--- src/jtag_id_regs.vh ---
/*
 the file holds the constants of the test port: instruction codes, identification and
 user code field positions, security bit positions and timing figures.
 it assumes inclusion by the test port files only; definitions only.
*/
`ifndef JTAG_ID_REGS_VH
`define JTAG_ID_REGS_VH

`define IR_LEN            4
`define IR_EXTEST         4'h0
`define IR_SAMPLE         4'h1
`define IR_IDENT          4'h2
`define IR_USERCODE       4'h3
`define IR_CHIP_ACCESS    4'h4
`define IR_BYPASS         4'hF
`define IR_CAPTURE        4'h1

`define ID_VER_HI         31
`define ID_VER_LO         28
`define ID_PART_HI        27
`define ID_PART_LO        12
`define ID_MFR_HI         11
`define ID_MFR_LO         1
`define ID_MARK_BIT       0

`define UC_UID_HI         31
`define UC_UID_LO         22
`define UC_UID_W          10

`define SEC_JTAG_OFF      0
`define SEC_OTP_OFF       13
`define SEC_DBG_OFF       14

`define CHIP_DR_LEN       40
`define CHIP_SEL_OTP      2'h2

`define SYNC_RST_VAL      14'h0010
`define CLK_PERIOD_NS     5
`define LOCK_WAIT_NS      1000

`endif

--- src/jtag_debug_identity_port.v ---
/*
 the file holds the tile test port: a boundary scan controller and a chip controller
 chained after it, identification and user code registers, the debug sync pin and
 the global reset and lock wait.
 it assumes clk at 200 MHz; test clock, test reset, data in, debug pin and global
 reset all come from outside and are synchronised here.
*/
`include "jtag_id_regs.vh"

// Behaviour
// - after reset each tile puts two controllers in the chain, boundary scan then chip access.
// - the boundary scan controller walks the standard sixteen-state test machine over the pins.
// - the chip controller gives the host access to tile state, switch and one-time memory.
// - in output mode the debug pin floats until a breakpoint, then is driven low.
// - in input mode a low on the debug pin puts the tile into debug mode.
// - the identification instruction shifts out a 32-bit version, part and maker word.
// - the user code instruction returns user id bits 31 to 22 from the tile zero security word.
// - global reset asserts three clk cycles after the pin falls, through the synchroniser, and boot waits for clock lock after its release.
// - security bit 0 disables the whole test interface.
// - security bit 13 blocks one-time memory access from the test interface.
// - security bit 14 disables the debug pin entirely.
module jtag_debug_identity_port #(
  parameter [3:0]  VERSION    = 4'h1,     // arbitrary value
  parameter [15:0] PART_NUM   = 16'h1234, // arbitrary value
  parameter [10:0] MFR_ID     = 11'h055,  // arbitrary value
  parameter [11:0] SILICON_REV = 12'h001,
  parameter        LOCK_WAIT  = (`LOCK_WAIT_NS + `CLK_PERIOD_NS - 1) / `CLK_PERIOD_NS
) (
  input  wire        clk,
  input  wire        rst_n,
  input  wire        glob_rst_n,
  input  wire        pll_locked,
  input  wire        tck,
  input  wire        tms,
  input  wire        tdi,
  input  wire        trst_n,
  input  wire [31:0] security_word,
  input  wire        debug_out_mode,
  input  wire        breakpoint_hit,
  input  wire        debug_in,
  input  wire [7:0]  bscan_pins_in,
  output reg         tdo_r,
  output reg         tdo_oe_r,
  output reg         debug_out_r,
  output reg         debug_oe_r,
  output reg         debug_mode_r,
  output reg         boot_go_r,
  output reg  [7:0]  bscan_pins_out_r,
  output reg         extest_r,
  output reg         chip_reset_r,
  output reg         otp_blocked_r
);
  localparam [15:0] S_RESET = 16'h0001, S_IDLE = 16'h0002, S_SEL_DR = 16'h0004,
                    S_CAP_DR = 16'h0008, S_SH_DR = 16'h0010, S_EX1_DR = 16'h0020,
                    S_PA_DR = 16'h0040, S_EX2_DR = 16'h0080, S_UP_DR = 16'h0100,
                    S_SEL_IR = 16'h0200, S_CAP_IR = 16'h0400, S_SH_IR = 16'h0800,
                    S_EX1_IR = 16'h1000, S_PA_IR = 16'h2000, S_EX2_IR = 16'h4000,
                    S_UP_IR = 16'h8000;
  localparam [2:0] B_RST = 3'h1, B_LOCK = 3'h2, B_RUN = 3'h4;

  // two-stage synchronisers; stage one is read only by stage two
  reg [13:0] s1_r;
  reg [13:0] s2_r;
  reg        tck_d_r;
  always @(posedge clk)
  begin
    if (!rst_n)
    begin
      // idle levels: a zero on the pulled-up debug pin would fake a debug request
      s1_r <= `SYNC_RST_VAL;
      s2_r <= `SYNC_RST_VAL;
    end
    else
    begin
      s1_r <= {bscan_pins_in, glob_rst_n, debug_in, trst_n, tdi, tms, tck};
      s2_r <= s1_r;
    end
  end
  wire tck_s = s2_r[0];
  wire tms_s = s2_r[1];
  wire tdi_s = s2_r[2];
  wire trst_s = s2_r[3];
  wire dbg_in_s = s2_r[4];
  wire grst_s = s2_r[5];
  wire [7:0] pin_s = s2_r[13:6];

  wire tck_rise = tck_s & ~tck_d_r;
  wire tck_fall = ~tck_s & tck_d_r;
  wire jtag_off = security_word[`SEC_JTAG_OFF];
  wire tap_rst = ~trst_s | jtag_off;

  function [15:0] tap_next;
    input [15:0] s;
    input        m;
    begin
      case (s)
        S_RESET:  tap_next = m ? S_RESET : S_IDLE;
        S_IDLE:   tap_next = m ? S_SEL_DR : S_IDLE;
        S_SEL_DR: tap_next = m ? S_SEL_IR : S_CAP_DR;
        S_CAP_DR: tap_next = m ? S_EX1_DR : S_SH_DR;
        S_SH_DR:  tap_next = m ? S_EX1_DR : S_SH_DR;
        S_EX1_DR: tap_next = m ? S_UP_DR : S_PA_DR;
        S_PA_DR:  tap_next = m ? S_EX2_DR : S_PA_DR;
        S_EX2_DR: tap_next = m ? S_UP_DR : S_SH_DR;
        S_UP_DR:  tap_next = m ? S_SEL_DR : S_IDLE;
        S_SEL_IR: tap_next = m ? S_RESET : S_CAP_IR;
        S_CAP_IR: tap_next = m ? S_EX1_IR : S_SH_IR;
        S_SH_IR:  tap_next = m ? S_EX1_IR : S_SH_IR;
        S_EX1_IR: tap_next = m ? S_UP_IR : S_PA_IR;
        S_PA_IR:  tap_next = m ? S_EX2_IR : S_PA_IR;
        S_EX2_IR: tap_next = m ? S_UP_IR : S_SH_IR;
        S_UP_IR:  tap_next = m ? S_SEL_DR : S_IDLE;
        default:  tap_next = S_RESET;
      endcase
    end
  endfunction

  // both controllers share one state machine; their instruction and data paths chain
  reg [15:0]          st_r;
  reg [`IR_LEN-1:0]   bs_ir_r, bs_irs_r, ch_ir_r, ch_irs_r;
  reg [31:0]          bs_dr_r;
  reg [`CHIP_DR_LEN-1:0] ch_dr_r;
  reg                 bs_byp_r, ch_byp_r;

  wire [31:0] ident_word = {VERSION, PART_NUM, MFR_ID, 1'b1};
  wire [31:0] user_word = {security_word[`UC_UID_HI:`UC_UID_LO], 10'h000,
                           SILICON_REV};

  // chip data frame: {write, select[1:0], addr[4:0], data[31:0]}
  wire       ch_wr   = ch_dr_r[39];
  wire [1:0] ch_sel  = ch_dr_r[38:37];
  wire       otp_hit = (ch_sel == `CHIP_SEL_OTP);
  wire       otp_off = security_word[`SEC_OTP_OFF];
  wire       mem_we  = st_r[8] & tck_rise & (ch_ir_r == `IR_CHIP_ACCESS) & ch_wr
                       & ~(otp_hit & otp_off);
  wire [31:0] mem_rd;

  tap_shift_mem #(.AW(3), .DW(32)) u_mem (
    .clk     (clk),
    .rst_n   (rst_n),
    .wr_en   (mem_we),
    .addr    ({ch_sel[0], ch_dr_r[33:32]}),
    .wdata   (ch_dr_r[31:0]),
    .rdata_r (mem_rd)
  );

  wire bs_out = (bs_ir_r == `IR_BYPASS) ? bs_byp_r : bs_dr_r[0];
  always @(posedge clk)
  begin
    if (!rst_n || tap_rst)
    begin
      st_r     <= S_RESET;
      bs_ir_r  <= `IR_IDENT;
      ch_ir_r  <= `IR_IDENT;
      bs_irs_r <= `IR_CAPTURE;
      ch_irs_r <= `IR_CAPTURE;
      bs_dr_r  <= 32'h00000000;
      ch_dr_r  <= 40'h0000000000;
      bs_byp_r <= 1'b0;
      ch_byp_r <= 1'b0;
      bscan_pins_out_r <= 8'h00;
    end
    else if (tck_rise)
    begin
      st_r <= tap_next(st_r, tms_s);
      case (st_r)
        S_RESET:
        begin
          bs_ir_r <= `IR_IDENT;
          ch_ir_r <= `IR_IDENT;
        end
        S_CAP_IR:
        begin
          bs_irs_r <= `IR_CAPTURE;
          ch_irs_r <= `IR_CAPTURE;
        end
        S_SH_IR:
        begin
          ch_irs_r <= {tdi_s, ch_irs_r[`IR_LEN-1:1]};
          bs_irs_r <= {ch_irs_r[0], bs_irs_r[`IR_LEN-1:1]};
        end
        S_UP_IR:
        begin
          bs_ir_r <= bs_irs_r;
          ch_ir_r <= ch_irs_r;
        end
        S_CAP_DR:
        begin
          bs_byp_r <= 1'b0;
          ch_byp_r <= 1'b0;
          case (bs_ir_r)
            `IR_IDENT:    bs_dr_r <= ident_word;
            `IR_USERCODE: bs_dr_r <= user_word;
            `IR_SAMPLE, `IR_EXTEST: bs_dr_r <= {24'h000000, pin_s};
            default:      bs_dr_r <= 32'h00000000;
          endcase
          case (ch_ir_r)
            `IR_IDENT:       ch_dr_r <= {8'h00, ident_word};
            `IR_USERCODE:    ch_dr_r <= {8'h00, user_word};
            `IR_CHIP_ACCESS: ch_dr_r <= {ch_dr_r[39:32],
                                         (otp_hit & otp_off) ? 32'h00000000 : mem_rd};
            default:         ch_dr_r <= 40'h0000000000;
          endcase
        end
        S_SH_DR:
        begin
          // chip controller sits nearer tdi, boundary scan nearer tdo
          ch_byp_r <= tdi_s;
          ch_dr_r  <= {tdi_s, ch_dr_r[`CHIP_DR_LEN-1:1]};
          bs_byp_r <= (ch_ir_r == `IR_BYPASS) ? ch_byp_r : ch_dr_r[0];
          bs_dr_r  <= {((ch_ir_r == `IR_BYPASS) ? ch_byp_r : ch_dr_r[0]), bs_dr_r[31:1]};
        end
        S_UP_DR:
        begin
          if (bs_ir_r == `IR_EXTEST || bs_ir_r == `IR_SAMPLE)
            bscan_pins_out_r <= bs_dr_r[7:0];
        end
        default:
        begin
          bs_byp_r <= bs_byp_r;
        end
      endcase
    end
  end

  // tdo changes on the falling test clock edge, as the standard asks
  always @(posedge clk)
  begin
    if (!rst_n || tap_rst)
    begin
      tck_d_r  <= 1'b0;
      tdo_r    <= 1'b0;
      tdo_oe_r <= 1'b0;
      extest_r <= 1'b0;
    end
    else
    begin
      tck_d_r  <= tck_s;
      extest_r <= (bs_ir_r == `IR_EXTEST);
      if (tck_fall)
      begin
        tdo_oe_r <= st_r[4] | st_r[11];
        tdo_r    <= st_r[11] ? bs_irs_r[0] : bs_out;
      end
    end
  end

  // debug pin: open drain low on breakpoint, low input enters debug mode
  wire dbg_off = security_word[`SEC_DBG_OFF];
  always @(posedge clk)
  begin
    if (!rst_n)
    begin
      debug_out_r  <= 1'b0;
      debug_oe_r   <= 1'b0;
      debug_mode_r <= 1'b0;
      otp_blocked_r <= 1'b0;
    end
    else
    begin
      otp_blocked_r <= otp_off | jtag_off;
      debug_out_r  <= 1'b0;
      debug_oe_r   <= ~dbg_off & debug_out_mode & (breakpoint_hit | debug_oe_r);
      if (dbg_off)
        debug_mode_r <= 1'b0;
      else if (!debug_out_mode && !dbg_in_s)
        debug_mode_r <= 1'b1;
      else if (debug_out_mode)
        debug_mode_r <= debug_oe_r;
    end
  end

  // global reset: synchronised path still acts in the very next cycle it is seen low
  reg [2:0]  bst_r;
  reg [31:0] lock_cnt_r;
  always @(posedge clk)
  begin
    if (!rst_n || !grst_s)
    begin
      bst_r         <= B_RST;
      lock_cnt_r    <= 32'h00000000;
      boot_go_r     <= 1'b0;
      chip_reset_r  <= 1'b1;
    end
    else
    begin
      case (bst_r)
        B_RST:
        begin
          bst_r        <= B_LOCK;
          chip_reset_r <= 1'b1;
          lock_cnt_r   <= 32'h00000000;
        end
        B_LOCK:
        begin
          if (!pll_locked)
            lock_cnt_r <= 32'h00000000;
          else if (lock_cnt_r >= LOCK_WAIT - 1)
          begin
            bst_r        <= B_RUN;
            chip_reset_r <= 1'b0;
            boot_go_r    <= 1'b1;
          end
          else
            lock_cnt_r <= lock_cnt_r + 32'h00000001;
        end
        B_RUN:
        begin
          boot_go_r <= 1'b0;
          if (!pll_locked)
            bst_r <= B_LOCK;
        end
        default:
          bst_r <= B_RST;
      endcase
    end
  end
endmodule // jtag_debug_identity_port

--- src/tap_shift_mem.v ---
/*
 the file holds a small register bank for the chip access path: eight 32-bit words
 written and read by the chip controller; read data leave from a register.
 it assumes a single clock and a synchronous active-low reset.
*/
module tap_shift_mem #(
  parameter AW = 3,
  parameter DW = 32
) (
  input  wire          clk,
  input  wire          rst_n,
  input  wire          wr_en,
  input  wire [AW-1:0] addr,
  input  wire [DW-1:0] wdata,
  output reg  [DW-1:0] rdata_r
);
  reg [DW-1:0] mem [0:(1<<AW)-1];

  always @(posedge clk)
  begin
    if (wr_en)
      mem[addr] <= wdata;
  end

  always @(posedge clk)
  begin
    if (!rst_n)
      rdata_r <= {DW{1'b0}};
    else
      rdata_r <= mem[addr];
  end
endmodule // tap_shift_mem

--- config.mk ---
export PLATFORM = sky130hd
export DESIGN_NAME = jtag_debug_identity_port
export DESIGN_NICKNAME = d
export VERILOG_FILES = /design/src/jtag_debug_identity_port.v /design/src/tap_shift_mem.v
export VERILOG_INCLUDE_DIRS = /design/src /design/src/src
export SDC_FILE = /design/constraint.sdc
export NUM_CORES = 1
export LEC_CHECK = 0
export BUFFER_PORTS_ARGS = -buffer_cell sky130_fd_sc_hd__buf_2
export CORE_MARGIN = 4
export CORE_UTILIZATION = 35
export CTS_BUF_LIST = sky130_fd_sc_hd__clkbuf_8
export CTS_CLUSTER_DIAMETER = 40
export DETAILED_ROUTE_END_ITERATION = 12
export HOLD_SLACK_MARGIN = 0.05
export PLACE_DENSITY = 0.55
export SYNTH_ARGS = -nofsm -noshare
export SYNTH_HDL_FRONTEND = slang
export SYNTH_SLANG_ARGS = --single-unit
--- constraint.sdc ---
create_clock -name clk -period 4.3 [get_ports clk]
set_input_delay 0.43 -clock clk [delete_from_list [all_inputs] [get_ports clk]]
set_output_delay 0.43 -clock clk [all_outputs]
set_load 0.02 [all_outputs]
; After elaboration in Yosys (flattened, before gate mapping)
; Memories as Yosys holds them, arrays and structs flattened. A register that Yosys moved wholly into a read port is not among the register bits.
; Index checks and enable logic that the tools add are counted.
[word_totals]
memories = 1
output_inout_bits = 17
inputBits = 51
ff_bits = 186
mem_bits_rw = 256
[classes]
mux = 44
eq_ne = 33
addsub = 1
order_cmp = 1
reduce_logical = 30
bitwise = 19
[mem_list]
columns = name, depth, width, rd, rd_clocked_by_memory_dff, wr, line
row1 = u_mem.mem, 8, 32, 1, 1, 1, tap_shift_mem.v:17  ; reg [DW-1:0] mem [0:(1<<AW)-1];
[ops]
columns = cell, count
row1 = one-hot mux 16 bit (12 select lines), 1
row2 = one-hot mux 32 bit (2 select lines), 2
row3 = one-hot mux 40 bit (3 select lines), 1
row4 = two-way mux 32 bit, 3
row5 = one-hot mux 32 bit (3 select lines), 1
row6 = one-hot mux 40 bit (2 select lines), 1
row7 = "adder 32 x 1 -> 32 bit, second input constant", 1
row8 = ">= comparator 32 x 8 -> 1 bit, second input constant", 1
row9 = two-way mux 16 bit, 2
row10 = one-hot mux 4 bit (2 select lines), 4
row11 = two-way mux 9 bit, 2
row12 = "== test 16 x 1 -> 1 bit, second input constant", 1
row13 = "== test 16 x 10 -> 1 bit, second input constant", 1
row14 = "== test 16 x 11 -> 1 bit, second input constant", 1
row15 = "== test 16 x 12 -> 1 bit, second input constant", 1
row16 = "== test 16 x 13 -> 1 bit, second input constant", 1
row17 = "== test 16 x 14 -> 1 bit, second input constant", 1
row18 = "== test 16 x 15 -> 1 bit, second input constant", 1
row19 = "== test 16 bit, second input constant", 1
row20 = "== test 16 x 2 -> 1 bit, second input constant", 1
row21 = "== test 16 x 3 -> 1 bit, second input constant", 1
row22 = "== test 16 x 4 -> 1 bit, second input constant", 1
row23 = "== test 16 x 5 -> 1 bit, second input constant", 1
row24 = "== test 16 x 6 -> 1 bit, second input constant", 1
row25 = 36 further kinds, 96

; Logic depth before layout (Yosys ltp)
; Gate-level depths: netlist of run 1.
[depth]
depth_word = 8
mapped_depth = 10
depth_no_buf = 6

; By module
; From an unflattened synthesis of run 1, not the netlist that was laid out.
[unflattened]
cells_unflattened = 1429
area_unflattened_um2 = 18382.6
[modules_own_cells]
columns = mod, instances, cells_each, area_per_inst_um2
row1 = tap_shift_mem, 1, 561, 10585.2
row2 = jtag_debug_identity_port, 1, 868, 7797.5

; Least setup slack after synthesis of run 1
; No wires, ideal clock.
[synth_path]
path_kind = register to register
startpoint = register ch_ir_r[0]
endpoint = memory u_mem.mem[1][0], enable pin
setup_ns = 0.461
path_buffers = 1
arrival_time_ns = 3.898
slack_ns = -0.059
path_stages_with_launch = 6
required_ns = 3.839
path_cell_list = dfxtp_1 -> or4b_2 -> a31oi_2 -> buf_2 -> nand3_1 -> nor3_1
[synth_via]
elab_chain_cells = 6
[synth_lines]
columns = item, line
row1 = from (decl), jtag_debug_identity_port.v:120  ; reg [`IR_LEN-1:0] bs_ir_r, bs_irs_r, ch_ir_r, ch_irs_r;
row2 = from (signal assigned), jtag_debug_identity_port.v:154  ; ch_ir_r <= `IR_IDENT;
row3 = from (signal assigned), jtag_debug_identity_port.v:170  ; ch_ir_r <= `IR_IDENT;
row4 = from (signal assigned), jtag_debug_identity_port.v:185  ; ch_ir_r <= ch_irs_r;
row5 = == test 4 x 3 -> 1 bit, -
row6 = AND 1 bit (3 in a row), jtag_debug_identity_port.v:134  ; wire mem_we = st_r[8] & tck_rise & (ch_ir_r == `IR_CHIP_ACCESS) & ch_wr
row7 = two-way mux 1 bit, tap_shift_mem.v:21  ; if (wr_en)
row8 = two-way mux 1 bit (not written as such), tap_shift_mem.v:22  ; mem[addr] <= wdata;
row9 = to (decl), tap_shift_mem.v:17
; No other way between the ends.

; Worst setup path after layout of run 1
[layout_path]
startpoint = register ch_ir_r[0]
endpoint = memory u_mem.mem[7][8], enable pin
; Same word-level chain as after synthesis.

==> summary.txt, run 1 <==
Logic synthesis
  • Register bit count reported by yosys: 474
  • Synth unique cells: 65
  • Cells after Synth: 1348
  • Ys async rst share: 0
  • Post-synth EDFFs: 256
  • Syn nets: 1400
  • Ys flop type: edfxtp_1
  • Avg Inst Size Synth: 13.5 um2
  • Syn. warnings: 0
  • Sequential fraction of the synthesis area: 0.661
  • Syn Std Cell Area: 18200 um2

Global routing
  • Total gr overflow: 0
  • First-pass GRT wire length: 64300 um
  • Largest net degree at the start of global routing: 73
  • Antenna violations before repair: 0
  • Vias in the first global route: 11400
  • GRT Total Usage: 0.144

CTS
  • CTS tree: done
  • Total CTS buffers: 84
  • H-tree depth: 3
  • Post-CTS sizing: 0
  • Longest Clk Path Bufs: 3
  • # Post-CTS Setup Buffers: 0
  • CTS Hold Buffers Added: 19
  • Worst-Skew Late Latency: 630 ps
  • CTS sink cnt: 474
  • Clock transition at path regs: 60 ps
  • Clock root buffer: clkbuf_8

Cells and area
  • Core Util, Final: 0.412
  • Commonest non-fill, non-tap cell in the layout: edfxtp_1
  • N_diodes: 0
  • Cell Count, Final, Fillers Out: 2180
  • Final net count: 1488
  • Synth-to-layout area growth: 16.1%
  • Commonest non-fill, non-tap cells in the layout: 256 x edfxtp_1, 215 x dfxtp_1, 114 x nor2_1
  • Layout cell share with drive strength beyond 1: 0.191

Placed design
  • GPL Wtd Cong: 0.789
  • Pre-CTS setup slack: 1120 ps
  • DP HPWL: 23200 um
  • Number of cells after detailed placement: 2011
  • IO Port Bufs: 47

Timing
  • Crit share post-route: 0.739
  • Hold Violations, Final: 0
  • Slew Viols, Final: 0
  • Final hold slack: 147 ps
  • Max_slew headroom: 0.225
  • Worst slew pin tran: 1160 ps
  • Post-layout worst setup margin: 1120 ps
  • Setup TNS: 0 ps
  • Final min period: 3180 ps
  • RSZ-0062 raised after global routing: false
  • Max Clock Freq: 0.315 GHz
  • Worst Skew: 21.7 ps
  • Finish-stage setup viols: 0

Floorplanning
  • Die X: 236 um
  • Overall die area: 55800 um2
  • Core box area: 51400 um2
  • FP Rows: 83
  • Starting Density: 0.355
  • Ports: 68
  • Die height: 236 um

Drt
  • Avg WL per Cell: 18.6 um
  • # DRC: 0
  • Vias: 11000
  • Antenna-violating nets left: 0
  • Final wirelength: 40600 um
  • DRT Pass-1 Iters: 5
  • Vias per cell: 5.06
  • DR iter-0 viols: 723

Critical path
  • Crit path capture type: flip-flop
  • CP max FO: 32
  • Crit path from: ch_ir_r[0]
  • R2R cell count: 5
  • Crit path launch type: flip-flop
  • Worst R2R Start: ch_ir_r[0]
  • Kind of critical path: flip-flop to flip-flop
  • FF-to-FF setup slack: 1120 ps
  • CP Capture Point: u_mem.mem[7][8]
  • Crit path DAT: 3420 ps
  • End of the worst register-to-register path: u_mem.mem[7][8]
  • Req. time, crit path: 4550 ps

Min path
  • Class of the worst hold path: input port to flip-flop
  • Hold_sp: security_word[13]

Power
  • Power Density: 428 nW/um2
  • Maximum VDD drop: 0.292 mV
  • Leak: 0.00759 uW

Flow run
  • Total of max-cap violations: 0

Outcome
  • Outcome: finished, final reports clean
-- metal layers --
layer | global-route usage | wire length, um | up-vias
met2 | 0.231 | 19000 | 244
met3 | 0.0317 | 1780 | 67
met1 | 0.197 | 18900 | 5478
met4 | 0.0449 | 852 | 0
li1 | - | - | 5252
met5 | 0 | 0 | -
-- logic make-up after synthesis --
logic type                 after synthesis  share of synthesized area
buffers and inverters                  101                     0.0240
DFF                                    474                      0.661
other                                    1                   0.000206
and+or+nand+nor                        427                      0.125
adders and majority gates                1                   0.000686
xor gates and xnor gates                11                    0.00528
muxes                                  108                      0.103
AOI/OAI and AO/OA                      225                     0.0812
-- sequential cells by signal, summed over array words and instances, names as in the netlist, 8 cells and up --
signal	flops
s1_r	14
u_mem.mem	256
bs_dr_r	32
s2_r	14
st_r	16
lock_cnt_r	32
ch_dr_r	40
u_mem.rdata_r	32
bscan_pins_out_r	8
-- worst max-delay path, cell delays in order (launching register included) --
cell	delay, ps
dfxtp_1	390
or4b_2	740
a31oi_4	470
nand3_1	440
nor2_4	220
buf_4	520
-- synthesized netlist by cell type (all sizes together), types with 2 or more instances --
cell type	n	area share
a211oi	40	0.016
o211ai	13	0.0054
mux4	64	0.079
nand2b	12	0.0041
o21ai	33	0.0091
xnor2	5	0.0024
nand2	61	0.013
nor3	41	0.011
and3b	3	0.0014
o22ai	3	0.0014
and2	49	0.017
edfxtp	256	0.42
buf	34	0.010
a31oi	2	0.0010
o21bai	7	0.0029
dfxtp	218	0.24
o31ai	2	0.00082
or4b	2	0.0011
or4	7	0.0031
nor3b	6	0.0025
nand4b	3	0.0014
xor2	6	0.0029
a32oi	2	0.00096
and3	23	0.0079
nor2b	38	0.013
inv	6	0.0012
clkbuf	61	0.013
nor4b	3	0.0014
o21a	8	0.0033
nand3b	2	0.00082
mux2i	44	0.024
nand3	21	0.0058
or2	4	0.0014
nor4	15	0.0076
and4	2	0.00096
nand4	5	0.0025
a2bb2oi	10	0.0048
nor2	123	0.026
a22oi	38	0.016
or3	4	0.0014
a21oi	62	0.017
-- cell type report --
class,instances,area (um2)
clock buffers,94,1290
well taps,680,851
repair buffers,97,671
inverters,6,22.5
flip-flops and latches,474,12100
multi-input cells,773,5840
clock inverters,56,443
fillers,4791,30200
-- power breakdown --
part / total, uW / switching [uW] / leakage, uW / internal (uW)
Combinational: 85.6 / 46.9 / 0.00186 / 38.6
Clock: 4230 / 1830 / 0.000987 / 2390
Sequential: 4740 / 5.30 / 0.00474 / 4740
-- worst min path at each step --
stage	depth (start not counted)	endpoint	slack [ps]
after floorplan	1	s2_r[4]	390
after global placement	1	s2_r[4]	400
after detailed placement	1	s2_r[4]	400
after CTS	2	otp_blocked_r	90
after global routing	2	otp_blocked_r	100
final	2	otp_blocked_r	150
-- metrics by stage --
stage | power, uW | cell area [um2]
final | 9060 | 21200
after global routing | 9410 | 21200
after CTS | 9200 | 21200
after detailed placement | 4910 | 19200
after global placement | 4910 | 19200
after floorplan | 4880 | 18200
(Power assumes the default switching activity.)
==> run 2: changes to the inputs <==
==> constraint.sdc (replaced) <==
create_clock -name clk -period 2.8 [get_ports clk]
set_input_delay 0.28 -clock clk [delete_from_list [all_inputs] [get_ports clk]]
set_output_delay 0.28 -clock clk [all_outputs]
set_load 0.02 [all_outputs]
==> summary.txt, run 2 (same netlist as run 1, synthesis figures left out) <==
Outcome
  • Outcome: finished, final reports clean

Placed design
  • GPL Wtd Cong: 0.787
  • Pre-CTS setup slack: 329 ps
  • DP HPWL: 23700 um
  • Area of placed instances: 19500 um2
  • IO Port Bufs: 47

CTS
  • # Post-CTS Setup Buffers: 0
  • CTS sink cnt: 474
  • CTS tree: done
  • CTS Hold Buffers Added: 22
  • Worst-Skew Late Latency: 640 ps
  • H-tree depth: 3
  • Clock transition at path regs: 60 ps
  • Post-CTS sizing: 0
  • Longest Clk Path Bufs: 3
  • Clock root buffer: clkbuf_8
  • Total CTS buffers: 79

Power
  • Switch share: 0.207
  • Logic pwr share: 0.010
  • Leak: 0.00765 uW
  • Final Power: 13600 uW
  • Maximum VDD drop: 0.367 mV
  • Sw Pwr: 2810 uW
  • Power Density: 637 nW/um2
  • Power share of the clock group: 0.453
  • Internal power: 10800 uW
  • Seq pwr share: 0.536

Critical path
  • Crit path capture type: flip-flop
  • Worst path max stage delay: 470 ps
  • CP bufs+invs: 1
  • Critical path's slowest cell: nor4_1
  • Crit path launch type: flip-flop
  • Dominant delay contributor by cell family on the critical path: simple AND/OR/NAND/NOR gates
  • FF-to-FF setup slack: 320 ps
  • CP max FO: 31
  • Kind of critical path: flip-flop to flip-flop
  • CP cell instances: nor4_1, nand3_1, or2_1, buf_4, and3_1, a211oi_1, nor3_1
  • Worst R2R Start: st_r[8]
  • Req. time, crit path: 3310 ps
  • Crit path DAT: 2990 ps
  • Crit path from: st_r[8]

Floorplanning
  • Overall die area: 55800 um2
  • Die X: 236 um
  • Ports: 68
  • Die height: 236 um
  • Core box area: 51400 um2
  • Starting Density: 0.355
  • FP Rows: 83

Drt
  • Final wirelength: 40600 um
  • # DRC: 0
  • Avg WL per Cell: 18.5 um
  • Vias per cell: 5.11
  • Vias: 11200
  • DR iter-0 viols: 706
  • Antenna-violating nets left: 0
  • DRT Pass-1 Iters: 5

Cells and area
  • Reg with most FFs: u_mem.mem
  • Final net count: 1508
  • Register area: 12100 um2
  • Max reg flops: 256
  • Synth-to-layout area growth: 16.9%
  • Multi-input logic area: 5850 um2
  • Commonest non-fill, non-tap cells in the layout: 256 x edfxtp_1, 215 x dfxtp_1, 114 x nor2_1
  • Fin area: 21300 um2
  • Commonest non-fill, non-tap cell in the layout: edfxtp_1
  • Layout cell share with drive strength beyond 1: 0.197
  • Regs by FF count: u_mem.mem x256, ch_dr_r x40
  • Filler cell count: 4753
  • N_diodes: 0
  • Core Util, Final: 0.415

Timing
  • Hold Violations, Final: 0
  • RSZ-0062 raised after global routing: false
  • Final min period: 2480 ps
  • Slew Viols, Final: 0
  • Max_slew headroom: 0.497
  • Max Clock Freq: 0.404 GHz
  • Crit share post-route: 0.885
  • Setup TNS: 0 ps
  • Post-layout worst setup margin: 323 ps
  • Finish-stage setup viols: 0
  • Worst Skew: 21.5 ps
  • Worst slew pin tran: 754 ps

Global routing
  • Antenna violations before repair: 0
  • Largest net degree at the start of global routing: 57
  • First-pass GRT wire length: 64800 um
  • Vias in the first global route: 11400
  • GRT Total Usage: 0.146
  • Total gr overflow: 0

Min path
  • Hold_sp: security_word[29]
  • Class of the worst hold path: input port to flip-flop

Flow run
  • Total of max-cap violations: 0
[run 2: area by class of cell]
type                            count  share of cell area
Timing Repair Buffer              122              0.0447
Tap cell                          680              0.0399
Clock inverter                     51              0.0177
Inverter                            6             0.00106
Sequential cell                   474               0.566
Clock buffer                       88              0.0568
Multi-Input combinational cell    773               0.274
[run 2: worst min-delay path, cell delays in order]
cell	delay (ps)
buf_2	130
a21oi_1	110
o21bai_1	110
a21oi_1	60
[run 2: power by group through the flow]
stage	Combinational, uW	Sequential (uW)	Clock, uW
6_report	139	7280	6150
5_1_grt	152	7280	6670
4_1_cts	139	7280	6340
3_5_place_dp	117	7430	0
3_3_place_gp	115	7430	0
2_1_floorplan	58.4	7430	0
[run 2: layer usage]
| layer | global-route usage | up-vias | routed length [um] |
|---|---|---|---|
| met3 | 0.0324 | 84 | 1570 |
| met5 | 0 | - | 0 |
| met1 | 0.203 | 5618 | 19500 |
| li1 | - | 5284 | - |
| met4 | 0.0487 | 0 | 939 |
| met2 | 0.227 | 225 | 18600 |
[run 2: worst paths after layout]
check                endpoint  depth (start not counted)
setup / recovery  ch_dr_r[18]                          7
hold / removal    bs_dr_r[29]                          4
setup reg to reg  ch_dr_r[18]                          7
hold reg to reg       s2_r[4]                          1
[run 2: metrics by stage]
stage                     hold WS, ps  std cells
after global routing              108       2194
final                             114       2194
after detailed placement          397       2033
after CTS                        55.1       2194
after global placement            396       2033
after floorplan                   356       1348
